## src/logic/cqm_pkg.sv

```systemverilog
// constants, register layouts and state types of the clock input qualification monitor
`default_nettype none
package cqm_pkg;

	localparam int NREF = 4;

	// register address fields: byte offsets, ref block numbers and register word indexes
	localparam logic [7:0] OFF_CTRL = 8'h00;
	localparam logic [7:0] OFF_STATUS = 8'h04;
	localparam logic [3:0] REF_FIRST = 4'h1;
	localparam logic [3:0] REF_LAST = 4'h4;
	localparam logic [1:0] REG_CFG = 2'h0;
	localparam logic [1:0] REG_WIN = 2'h1;
	localparam logic [1:0] REG_PPM = 2'h2;
	localparam logic [1:0] REG_VAL = 2'h3;
	localparam logic [23:0] ADDR_HIGH_ZERO = 24'h000000;
	localparam logic [1:0] ADDR_ALIGNED = 2'h0;

	// threshold and edge encodings
	localparam logic [1:0] THR_LOW = 2'h0;
	localparam logic [1:0] THR_MID = 2'h1;
	localparam logic [1:0] EDGE_RISE = 2'h0;
	localparam logic [1:0] EDGE_FALL = 2'h1;

	// zero-ppm ticks per gate before averaging
	localparam logic [23:0] GATE_TICKS = 24'h000400;

	typedef struct packed {
		logic [20:0] rsvd;
		logic [1:0] loop1_sel;
		logic [1:0] loop0_sel;
		logic ppm_src_tcxo;
		logic [1:0] tcxo_edge_sel;
		logic [1:0] xo_thr_sel;
		logic tcxo_bypass;
		logic xo_bypass;
	} cqm_ctrl_s;

	typedef struct packed {
		logic [18:0] rsvd;
		logic [2:0] avg;
		logic [1:0] edge_sel;
		logic [1:0] amp_thr;
		logic diff_mode;
		logic val_en;
		logic ppm_en;
		logic early_en;
		logic late_en;
		logic amp_en;
	} cqm_ref_cfg_s;

	typedef struct packed {
		logic [15:0] nominal;
		logic [7:0] late_margin;
		logic [7:0] early_margin;
	} cqm_win_cfg_s;

	typedef struct packed {
		logic [15:0] expected;
		logic [7:0] valid_thr;
		logic [7:0] invalid_thr;
	} cqm_ppm_cfg_s;

	typedef struct packed {
		logic [11:0] rsvd;
		logic [19:0] val_time;
	} cqm_val_cfg_s;

	typedef struct packed {
		logic win;
		logic ppm;
		logic amp;
	} cqm_loop_flags_s;

	typedef struct packed {
		logic [15:0] rsvd;
		cqm_loop_flags_s loop1;
		cqm_loop_flags_s loop0;
		logic [3:0] qualified;
		logic tcxo_valid;
		logic xo_valid;
		logic tcxo_freq;
		logic tcxo_amp;
		logic xo_freq;
		logic xo_amp;
	} cqm_status_s;

	typedef struct packed {
		logic clk_prev;
		logic [16:0] win_cnt;
		logic late_flag;
		logic early_flag;
		logic win_flag;
		logic amp_flag;
		logic ppm_flag;
		logic qualified;
		logic [19:0] val_cnt;
		logic [23:0] gate_cnt;
		logic [23:0] edge_cnt;
	} cqm_ref_st_s;

	typedef struct packed {
		logic dp_write;
		logic [7:0] dp_addr;
		logic [31:0] hrdata;
		logic hreadyout;
		logic hresp;
		cqm_ctrl_s ctrl;
		cqm_ref_cfg_s [NREF-1:0] cfg;
		cqm_win_cfg_s [NREF-1:0] win;
		cqm_ppm_cfg_s [NREF-1:0] ppm;
		cqm_val_cfg_s [NREF-1:0] val;
		cqm_ref_st_s [NREF-1:0] st;
		logic xo_amp_flag;
		logic xo_freq_flag;
		logic xo_loss;
		logic xo_valid;
		logic tcxo_amp_flag;
		logic tcxo_freq_flag;
		logic tcxo_loss;
		logic tcxo_valid;
	} cqm_state_s;

	// slew comparator result for the chosen edge or edges
	function automatic logic cqm_slew_ok(input logic rise_ok, input logic fall_ok, input logic [1:0] sel);
		if (sel == EDGE_RISE)
			return rise_ok;
		else if (sel == EDGE_FALL)
			return fall_ok;
		else
			return rise_ok & fall_ok;
	endfunction

	// swing comparator for the chosen threshold, top code doubles the highest
	function automatic logic cqm_swing_ok(input logic [2:0] ok, input logic [1:0] sel);
		if (sel == THR_LOW)
			return ok[0];
		else if (sel == THR_MID)
			return ok[1];
		else
			return ok[2];
	endfunction

endpackage
`default_nettype wire

```

## src/logic/cqm_monitor.sv

```systemverilog
// clock input qualification monitor with its ahb-lite register slave
//
// Notes on behaviour
// - xo swing below chosen threshold sets loss
// - xo frequency outside range sets fault
// - xo bypass makes xo always valid
// - xo loss pin ORs amplitude and frequency
// - tcxo slew on chosen edge clears loss
// - tcxo frequency outside range sets fault
// - tcxo bypassable; loss pin ORs both flags
// - each reference qualified after clean validation time
// - per-input enables; disabled detector never flags
// - pins show all refs; status flags selected only
// - differential swing below threshold sets amplitude fault
// - cmos slew on chosen edge clears fault
// - late flag when no pulse by nominal+margin
// - late and early share window, ORed flag
// - early flag when pulse before nominal-margin
// - ppm measured against selectable zero-ppm clock
// - valid and invalid thresholds give hysteresis
// - averaging lengthens gate, shrinks ppm span
//
// Added by the designer: the register addresses and the AHB-Lite interface to the registers.
`timescale 1ns/1ns
`default_nettype none
module cqm_monitor (
	input wire logic hclk,
	input wire logic hresetn,
	input wire logic hsel,
	input wire logic [31:0] haddr,
	input wire logic [1:0] htrans,
	input wire logic hwrite,
	input wire logic [2:0] hsize,
	input wire logic [31:0] hwdata,
	input wire logic hready,
	output logic [31:0] hrdata,
	output logic hreadyout,
	output logic hresp,
	input wire logic [2:0] xo_swing_ok,
	input wire logic xo_freq_ok,
	input wire logic tcxo_slew_rise_ok,
	input wire logic tcxo_slew_fall_ok,
	input wire logic tcxo_freq_ok,
	input wire logic xo_ppm_tick,
	input wire logic tcxo_ppm_tick,
	input wire logic [3:0] ref_clk,
	input wire logic [3:0][2:0] ref_swing_ok,
	input wire logic [3:0] ref_slew_rise_ok,
	input wire logic [3:0] ref_slew_fall_ok,
	output logic xo_loss_pin,
	output logic tcxo_loss_pin,
	output logic xo_valid,
	output logic tcxo_valid,
	output logic [3:0] ref_amp_pin,
	output logic [3:0] ref_ppm_pin,
	output logic [3:0] ref_win_pin,
	output logic [3:0] ref_qualified
);

	cqm_pkg::cqm_state_s s_reg;
	cqm_pkg::cqm_state_s s_next;

	always_comb begin
		logic accept;
		logic mapped;
		logic [3:0] ref_field;
		logic [1:0] ri;
		logic [1:0] wi;
		logic zp_tick;
		logic edge_seen;
		logic amp_ok;
		logic [16:0] late_limit;
		logic [23:0] gate_len;
		logic [23:0] expect_cnt;
		logic [23:0] err;
		logic any_flag;
		cqm_pkg::cqm_status_s status;
		accept = 1'b0;
		mapped = 1'b0;
		ref_field = 4'h0;
		ri = 2'h0;
		wi = 2'h0;
		zp_tick = 1'b0;
		edge_seen = 1'b0;
		amp_ok = 1'b0;
		late_limit = 17'h00000;
		gate_len = 24'h000000;
		expect_cnt = 24'h000000;
		err = 24'h000000;
		any_flag = 1'b0;
		status = '0;
		s_next = s_reg;
		s_next.hreadyout = 1'b1;
		s_next.hresp = 1'b0;

		// data phase of a write: zero wait states, unmapped writes were dropped at the address phase
		if (s_reg.dp_write) begin
			ref_field = s_reg.dp_addr[7:4] - cqm_pkg::REF_FIRST;
			wi = ref_field[1:0];
			if (s_reg.dp_addr == cqm_pkg::OFF_CTRL) begin
				s_next.ctrl = cqm_pkg::cqm_ctrl_s'(hwdata);
				s_next.ctrl.rsvd = '0;
			end else if (s_reg.dp_addr[3:2] == cqm_pkg::REG_CFG) begin
				s_next.cfg[wi] = cqm_pkg::cqm_ref_cfg_s'(hwdata);
				s_next.cfg[wi].rsvd = '0;
			end else if (s_reg.dp_addr[3:2] == cqm_pkg::REG_WIN) begin
				s_next.win[wi] = cqm_pkg::cqm_win_cfg_s'(hwdata);
			end else if (s_reg.dp_addr[3:2] == cqm_pkg::REG_PPM) begin
				s_next.ppm[wi] = cqm_pkg::cqm_ppm_cfg_s'(hwdata);
			end else begin
				s_next.val[wi] = cqm_pkg::cqm_val_cfg_s'(hwdata);
				s_next.val[wi].rsvd = '0;
			end
		end

		// crystal input monitors; bypass forces both flags clear
		s_next.xo_amp_flag = ~s_reg.ctrl.xo_bypass &
			~cqm_pkg::cqm_swing_ok(xo_swing_ok, s_reg.ctrl.xo_thr_sel);
		s_next.xo_freq_flag = ~s_reg.ctrl.xo_bypass & ~xo_freq_ok;
		s_next.xo_loss = s_next.xo_amp_flag | s_next.xo_freq_flag;
		s_next.xo_valid = ~s_next.xo_loss;

		// compensated oscillator monitors
		s_next.tcxo_amp_flag = ~s_reg.ctrl.tcxo_bypass &
			~cqm_pkg::cqm_slew_ok(tcxo_slew_rise_ok, tcxo_slew_fall_ok, s_reg.ctrl.tcxo_edge_sel);
		s_next.tcxo_freq_flag = ~s_reg.ctrl.tcxo_bypass & ~tcxo_freq_ok;
		s_next.tcxo_loss = s_next.tcxo_amp_flag | s_next.tcxo_freq_flag;
		s_next.tcxo_valid = ~s_next.tcxo_loss;

		// the ppm gate is timed by whichever oscillator software picked
		zp_tick = s_reg.ctrl.ppm_src_tcxo ? tcxo_ppm_tick : xo_ppm_tick;

		for (int i = 0; i < cqm_pkg::NREF; i++) begin
			// ref pins are treated as synchronous levels; rising edge taken from last sample
			edge_seen = ref_clk[i] & ~s_reg.st[i].clk_prev;
			s_next.st[i].clk_prev = ref_clk[i];

			// amplitude: swing comparator in differential mode, slew comparator in cmos mode
			if (s_reg.cfg[i].diff_mode)
				amp_ok = cqm_pkg::cqm_swing_ok(ref_swing_ok[i], s_reg.cfg[i].amp_thr);
			else
				amp_ok = cqm_pkg::cqm_slew_ok(ref_slew_rise_ok[i], ref_slew_fall_ok[i],
					s_reg.cfg[i].edge_sel);
			s_next.st[i].amp_flag = s_reg.cfg[i].amp_en & ~amp_ok;

			// window detector: win_cnt is the period seen so far, in hclk cycles
			late_limit = 17'(s_reg.win[i].nominal) + 17'(s_reg.win[i].late_margin);
			if (edge_seen) begin
				s_next.st[i].win_cnt = 17'h00001;
				s_next.st[i].late_flag = 1'b0;
				s_next.st[i].early_flag = s_reg.cfg[i].early_en &
					((18'(s_reg.st[i].win_cnt) + 18'(s_reg.win[i].early_margin)) < 18'(s_reg.win[i].nominal));
			end else begin
				if (s_reg.st[i].win_cnt != '1)
					s_next.st[i].win_cnt = s_reg.st[i].win_cnt + 17'h00001;
				// limit reached with no edge: the period is already too long, flag without waiting
				if (s_reg.st[i].win_cnt >= late_limit)
					s_next.st[i].late_flag = 1'b1;
			end
			if (!s_reg.cfg[i].late_en)
				s_next.st[i].late_flag = 1'b0;
			if (!s_reg.cfg[i].early_en)
				s_next.st[i].early_flag = 1'b0;
			s_next.st[i].win_flag = s_next.st[i].late_flag | s_next.st[i].early_flag;

			// ppm monitor: count edges over a gate of zero-ppm ticks, gate grows with averaging
			gate_len = cqm_pkg::GATE_TICKS << s_reg.cfg[i].avg;
			expect_cnt = 24'(s_reg.ppm[i].expected) << s_reg.cfg[i].avg;
			if (!s_reg.cfg[i].ppm_en) begin
				s_next.st[i].ppm_flag = 1'b0;
				s_next.st[i].gate_cnt = '0;
				s_next.st[i].edge_cnt = '0;
			end else begin
				if (edge_seen)
					s_next.st[i].edge_cnt = s_reg.st[i].edge_cnt + 24'h000001;
				if (zp_tick) begin
					if (s_reg.st[i].gate_cnt >= gate_len - 24'h000001) begin
						err = (s_next.st[i].edge_cnt > expect_cnt) ? s_next.st[i].edge_cnt - expect_cnt
							: expect_cnt - s_next.st[i].edge_cnt;
						// between the two thresholds the flag holds: hysteresis
						if (err < 24'(s_reg.ppm[i].valid_thr))
							s_next.st[i].ppm_flag = 1'b0;
						else if (err > 24'(s_reg.ppm[i].invalid_thr))
							s_next.st[i].ppm_flag = 1'b1;
						s_next.st[i].gate_cnt = '0;
						s_next.st[i].edge_cnt = '0;
					end else begin
						s_next.st[i].gate_cnt = s_reg.st[i].gate_cnt + 24'h000001;
					end
				end
			end

			// validation timer over all enabled detectors of this input
			any_flag = s_next.st[i].amp_flag | s_next.st[i].ppm_flag | s_next.st[i].win_flag;
			if (any_flag) begin
				s_next.st[i].val_cnt = '0;
				s_next.st[i].qualified = 1'b0;
			end else if (!s_reg.cfg[i].val_en) begin
				s_next.st[i].val_cnt = '0;
				s_next.st[i].qualified = 1'b1;
			end else if (s_reg.st[i].val_cnt >= s_reg.val[i].val_time) begin
				s_next.st[i].qualified = 1'b1;
			end else begin
				s_next.st[i].val_cnt = s_reg.st[i].val_cnt + 20'h00001;
				s_next.st[i].qualified = 1'b0;
			end
		end

		// status word shows detector flags only for the input each loop has selected
		status.xo_amp = s_reg.xo_amp_flag;
		status.xo_freq = s_reg.xo_freq_flag;
		status.tcxo_amp = s_reg.tcxo_amp_flag;
		status.tcxo_freq = s_reg.tcxo_freq_flag;
		status.xo_valid = s_reg.xo_valid;
		status.tcxo_valid = s_reg.tcxo_valid;
		for (int i = 0; i < cqm_pkg::NREF; i++)
			status.qualified[i] = s_reg.st[i].qualified;
		status.loop0.amp = s_reg.st[s_reg.ctrl.loop0_sel].amp_flag;
		status.loop0.ppm = s_reg.st[s_reg.ctrl.loop0_sel].ppm_flag;
		status.loop0.win = s_reg.st[s_reg.ctrl.loop0_sel].win_flag;
		status.loop1.amp = s_reg.st[s_reg.ctrl.loop1_sel].amp_flag;
		status.loop1.ppm = s_reg.st[s_reg.ctrl.loop1_sel].ppm_flag;
		status.loop1.win = s_reg.st[s_reg.ctrl.loop1_sel].win_flag;

		// address phase: decode, answer reads now so data stands in the data phase
		accept = hsel & htrans[1] & hready;
		ref_field = haddr[7:4] - cqm_pkg::REF_FIRST;
		ri = ref_field[1:0];
		mapped = (haddr[31:8] == cqm_pkg::ADDR_HIGH_ZERO) & (haddr[1:0] == cqm_pkg::ADDR_ALIGNED) &
			((haddr[7:0] == cqm_pkg::OFF_CTRL) | (haddr[7:0] == cqm_pkg::OFF_STATUS) |
			((haddr[7:4] >= cqm_pkg::REF_FIRST) & (haddr[7:4] <= cqm_pkg::REF_LAST)));
		// status is read-only; a write there must not fall through into the ref decode
		s_next.dp_write = accept & hwrite & mapped & (haddr[7:0] != cqm_pkg::OFF_STATUS);
		s_next.dp_addr = haddr[7:0];
		if (accept && !hwrite) begin
			// reads see state before any write in the same cycle's data phase
			if (!mapped)
				s_next.hrdata = '0;
			else if (haddr[7:0] == cqm_pkg::OFF_CTRL)
				s_next.hrdata = s_reg.ctrl;
			else if (haddr[7:0] == cqm_pkg::OFF_STATUS)
				s_next.hrdata = status;
			else if (haddr[3:2] == cqm_pkg::REG_CFG)
				s_next.hrdata = s_reg.cfg[ri];
			else if (haddr[3:2] == cqm_pkg::REG_WIN)
				s_next.hrdata = s_reg.win[ri];
			else if (haddr[3:2] == cqm_pkg::REG_PPM)
				s_next.hrdata = s_reg.ppm[ri];
			else
				s_next.hrdata = s_reg.val[ri];
		end
	end

	always_ff @(posedge hclk or negedge hresetn) begin
		if (!hresetn) begin
			s_reg <= '0;
			s_reg.hreadyout <= 1'b1;
		end else begin
			s_reg <= s_next;
		end
	end

	assign hrdata = s_reg.hrdata;
	assign hreadyout = s_reg.hreadyout;
	assign hresp = s_reg.hresp;
	assign xo_loss_pin = s_reg.xo_loss;
	assign tcxo_loss_pin = s_reg.tcxo_loss;
	assign xo_valid = s_reg.xo_valid;
	assign tcxo_valid = s_reg.tcxo_valid;

	genvar g;
	generate
		for (g = 0; g < cqm_pkg::NREF; g++) begin : g_pins
			assign ref_amp_pin[g] = s_reg.st[g].amp_flag;
			assign ref_ppm_pin[g] = s_reg.st[g].ppm_flag;
			assign ref_win_pin[g] = s_reg.st[g].win_flag;
			assign ref_qualified[g] = s_reg.st[g].qualified;
		end
	endgenerate

	// checks on input 0; the other inputs share the same loop body
	logic r0_edge;
	logic [16:0] r0_late_limit;
	assign r0_edge = ref_clk[0] & ~s_reg.st[0].clk_prev;
	assign r0_late_limit = 17'(s_reg.win[0].nominal) + 17'(s_reg.win[0].late_margin);
endmodule
`default_nettype wire

```

## config.mk

```make
export PLATFORM = sky130hd
export DESIGN_NAME = cqm_monitor
export DESIGN_NICKNAME = d
export VERILOG_FILES = /design/src/logic/cqm_pkg.sv /design/src/logic/cqm_monitor.sv
export SDC_FILE = /design/constraint.sdc
export NUM_CORES = 2
export LEC_CHECK = 0
export BUFFER_PORTS_ARGS = -buffer_cell sky130_fd_sc_hd__buf_4
export CORE_UTILIZATION = 50
export CTS_CLUSTER_SIZE = 8
export DETAILED_ROUTE_END_ITERATION = 7
export PLACE_DENSITY = 0.66
export SLEW_MARGIN = 20
export SYNTH_ARGS = -nofsm -noshare
export SYNTH_HDL_FRONTEND = slang
export SYNTH_SLANG_ARGS = --single-unit
```

## constraint.sdc

```tcl
create_clock -name hclk -period 13.15 [get_ports hclk]
set_input_delay 0.6575 -clock hclk [delete_from_list [all_inputs] [get_ports hclk]]
set_output_delay 0.6575 -clock hclk [all_outputs]
set_load 0.1 [all_outputs]
```

==> flow_summary.toml <==
[status]
status = "completed"

[sta]
slew_viol_final = 0
finalSetupViolCount = 0
timing.final.crit_share_pct = 69.7
tightest_slew_ns = 1.09
fin_tns_setup_ns = 0
maxSlewHeadroom_pct = 27.3
max_freq_mhz = 109
skew_ns = 0.0378
grt_setup_unrepaired = "no"
hold_viol_final = 0
min_period_ns = 9.16

[power]
pwr-share-seq_pct = 41.7
leakage_nw = 35.9
sw_frac_of_total_pct = 28.3
p_per_area_mw_per_mm2 = 100
switchingPower_mw = 2.06
ir_worst_vdd_mv = 0.0937
p_comb_share_pct = 13.9
p_total_mw = 7.28
pwr-share-clk_pct = 44.4
p_int_mw = 5.22

[logic_synthesis]
yosysMostFrequentCell = "dfrtp_1"
avgSynthCellArea_um2 = 9.34
synthCells = 7097
synth-main-ff-cell = "dfrtp_1"
syn-cell-area_mm2 = 0.0663
yosys-top-cells-area = "dfrtp_1 35%, ha_1 11%, mux4_2 6.0%"
async_flop_share_pct = 100
yosysTopAreaCellShare_pct = 35.5
ys_seq_area_share_pct = 35.5
ys_warn_count = 0
synth_edf_count = 0
synth-seq-cells = 940
synth_common_cells = "940 x dfrtp_1, 682 x nand2_1, 565 x ha_1"
ys_types = 91
yosysTopAreaCell = "dfrtp_1"

[critical_path]
critPathRequiredTime_ns = 13.83
crit_path_start = "ref_clk[3]"
crit_path_start_kind = "primary input"
cp.arrival_ns = 9.84
ff2ff_setup_slack_ns = 4.05
crit_fanout = 21
critPathKind = "in -> reg"
endpoint_kind = "flop"
crit_path_max_incr_delay_ns = 0.93
rr_startpoint = "s_reg[284]"
cp_slowest_cell = "or4b_1"

[drt]
routed_via_density = 6.13
ant_nets = 0
wl_per_cell_um = 24.2
drtPass1Iterations = 6
drtIter0Drc = 5146
drc = 0
dr_total_vias = 54300
routed_wl_um = 215000

[die]
die_area_mm2 = 0.134
start_util_pct = 50.4
boundaryPins = 161
die_y_um = 366
coreArea_mm2 = 0.131
core.rowCount = 133
die_w_um = 366

[placed_design]
dp_hpwl_um = 162000
gp_congestion = 0.974
numPortBuffers = 154

[cells_and_area]
area_delta_synth_final_pct = 9.47
largest_reg_flops = 888
drive_gt1_share_pct = 13.0
final.fill_count = 11800
layout.nets = 7777

[clock_tree]
root_buffer = "clkbuf_16"
cts_tree = "yes"
clk_pin_slew_worst_paths_ns = 0.05
cts_setup_buffers = 0
cts_buffers = 137
numClockSinks = 940
h-tree-depth = 4
clkLatencyLatePin_ns = 0.78
ctsLongestPathBuffers = 3

[grt]
grt_pass1_wl_um = 324000
grt_pass1_vias = 51800
grt_overflow = 0
grt_max_degree = 168
antenna_found_initial = 14
grt_use_total_pct = 31.7

[job]
drv_cap = 0

[hold_path]
hp-class = "in -> reg"
min_from = "xo_freq_ok"
## repair_timing
action,in CTS,in global routing
hold buffers,7,0
resized for setup,0,0
endpoints found under the setup margin,0,0
endpoints found under the hold margin,38,0
## critical path: cells and delay by family
kind	cells	cell delay (ns)
AND/OR/NAND/NOR	12	3.32
AO/OA/AOI/OAI	12	3.07
buffers and inverters	4	1.14
adder cells (fa/ha/maj)	2	0.74
XOR/XNOR	2	0.57
multiplexers	1	0.29
## final timing paths
path | end | depth (start not counted)
max in group asynchronous | s_reg[466] | 5
min in group asynchronous | s_reg[311] | 2
min | s_reg[6] | 2
max | s_reg[336] | 33
min reg2reg | s_reg[500] | 1
max reg2reg | s_reg[336] | 32
## area by class of cell
cell class                      instances  area [um2]  share of cell area (%)
Antenna cell                            3        7.51                  0.0103
Clock buffer                          145        3490                    4.81
Clock inverter                         13         256                   0.354
Inverter                              514        1930                    2.66
Multi-Input combinational cell       5266       39400                    54.2
Sequential cell                       940       23500                    32.4
Tap cell                             1755        2200                    3.03
Timing Repair Buffer                  230        1800                    2.47
## placed cells by master, fill, tap and decap left out, types with 117 or more instances in the layout
cell	netlist	routed
xor2_1	174	174
nand3_1	184	184
nand4_1	121	121
and3_1	123	122
nand2_1	682	682
inv_1	510	510
a21oi_1	346	346
ha_1	565	564
mux2_2	295	295
nor3_1	118	117
xnor2_1	223	223
mux4_2	178	178
a21o_1	151	151
clkbuf_16	0	137
buf_4	51	218
dfrtp_1	940	940
nor2_1	491	481
o21ai_0	535	535
nor2b_1	132	132
## metrics by stage
stage | hold slack [ns] | utilization [%] | cells | cell area (um2) | setup WS (ns)
after floorplan | 0.362 | - | 7103 | 66300 | 5.89
after global routing | 0.0296 | 55.2 | 8864 | 72500 | 3.55
after detailed placement | 0.465 | 52.2 | 8696 | 68700 | 4.08
final | 0.0388 | 55.2 | 8866 | 72500 | 3.99
after CTS | 0.00261 | 55.1 | 8861 | 72500 | 4.17
after global placement | 0.463 | 52.2 | 8696 | 68700 | 4.16
## power groups by stage
stage	registers, mW	clock network [mW]	logic, mW
global placement	3.08	0	0.983
detailed placement	3.08	0	0.999
floorplan	3.04	0	0.659
global route	3.04	3.40	1.11
CTS	3.03	3.28	1.01
finish	3.04	3.23	1.01
## kinds of logic (layout without fill, tap and decap cells)
logic type | Yosys count | count (layout) | share of synthesized area [%]
compound gates | 1472 | 1472 | 13.7
simple gates | 2215 | 2215 | 16.2
xor+xnor | 397 | 397 | 5.25
flops | 940 | 940 | 35.5
buf+inv | 897 | 902 | 5.38
other cells | 2 | 11 | 0.0113
mux | 591 | 591 | 12.9
fa+ha+maj | 583 | 583 | 11.2
## layer usage
layer / vias up / global-route usage [%] / wire [um]
met5: - / 0 / 68
met4: 10 / 14.2 / 10500
met3: 401 / 7.27 / 19500
met2: 2076 / 47.7 / 93400
met1: 26900 / 43.6 / 91200
li1: 24900 / - / -
Power figures use the tool's default switching activity.
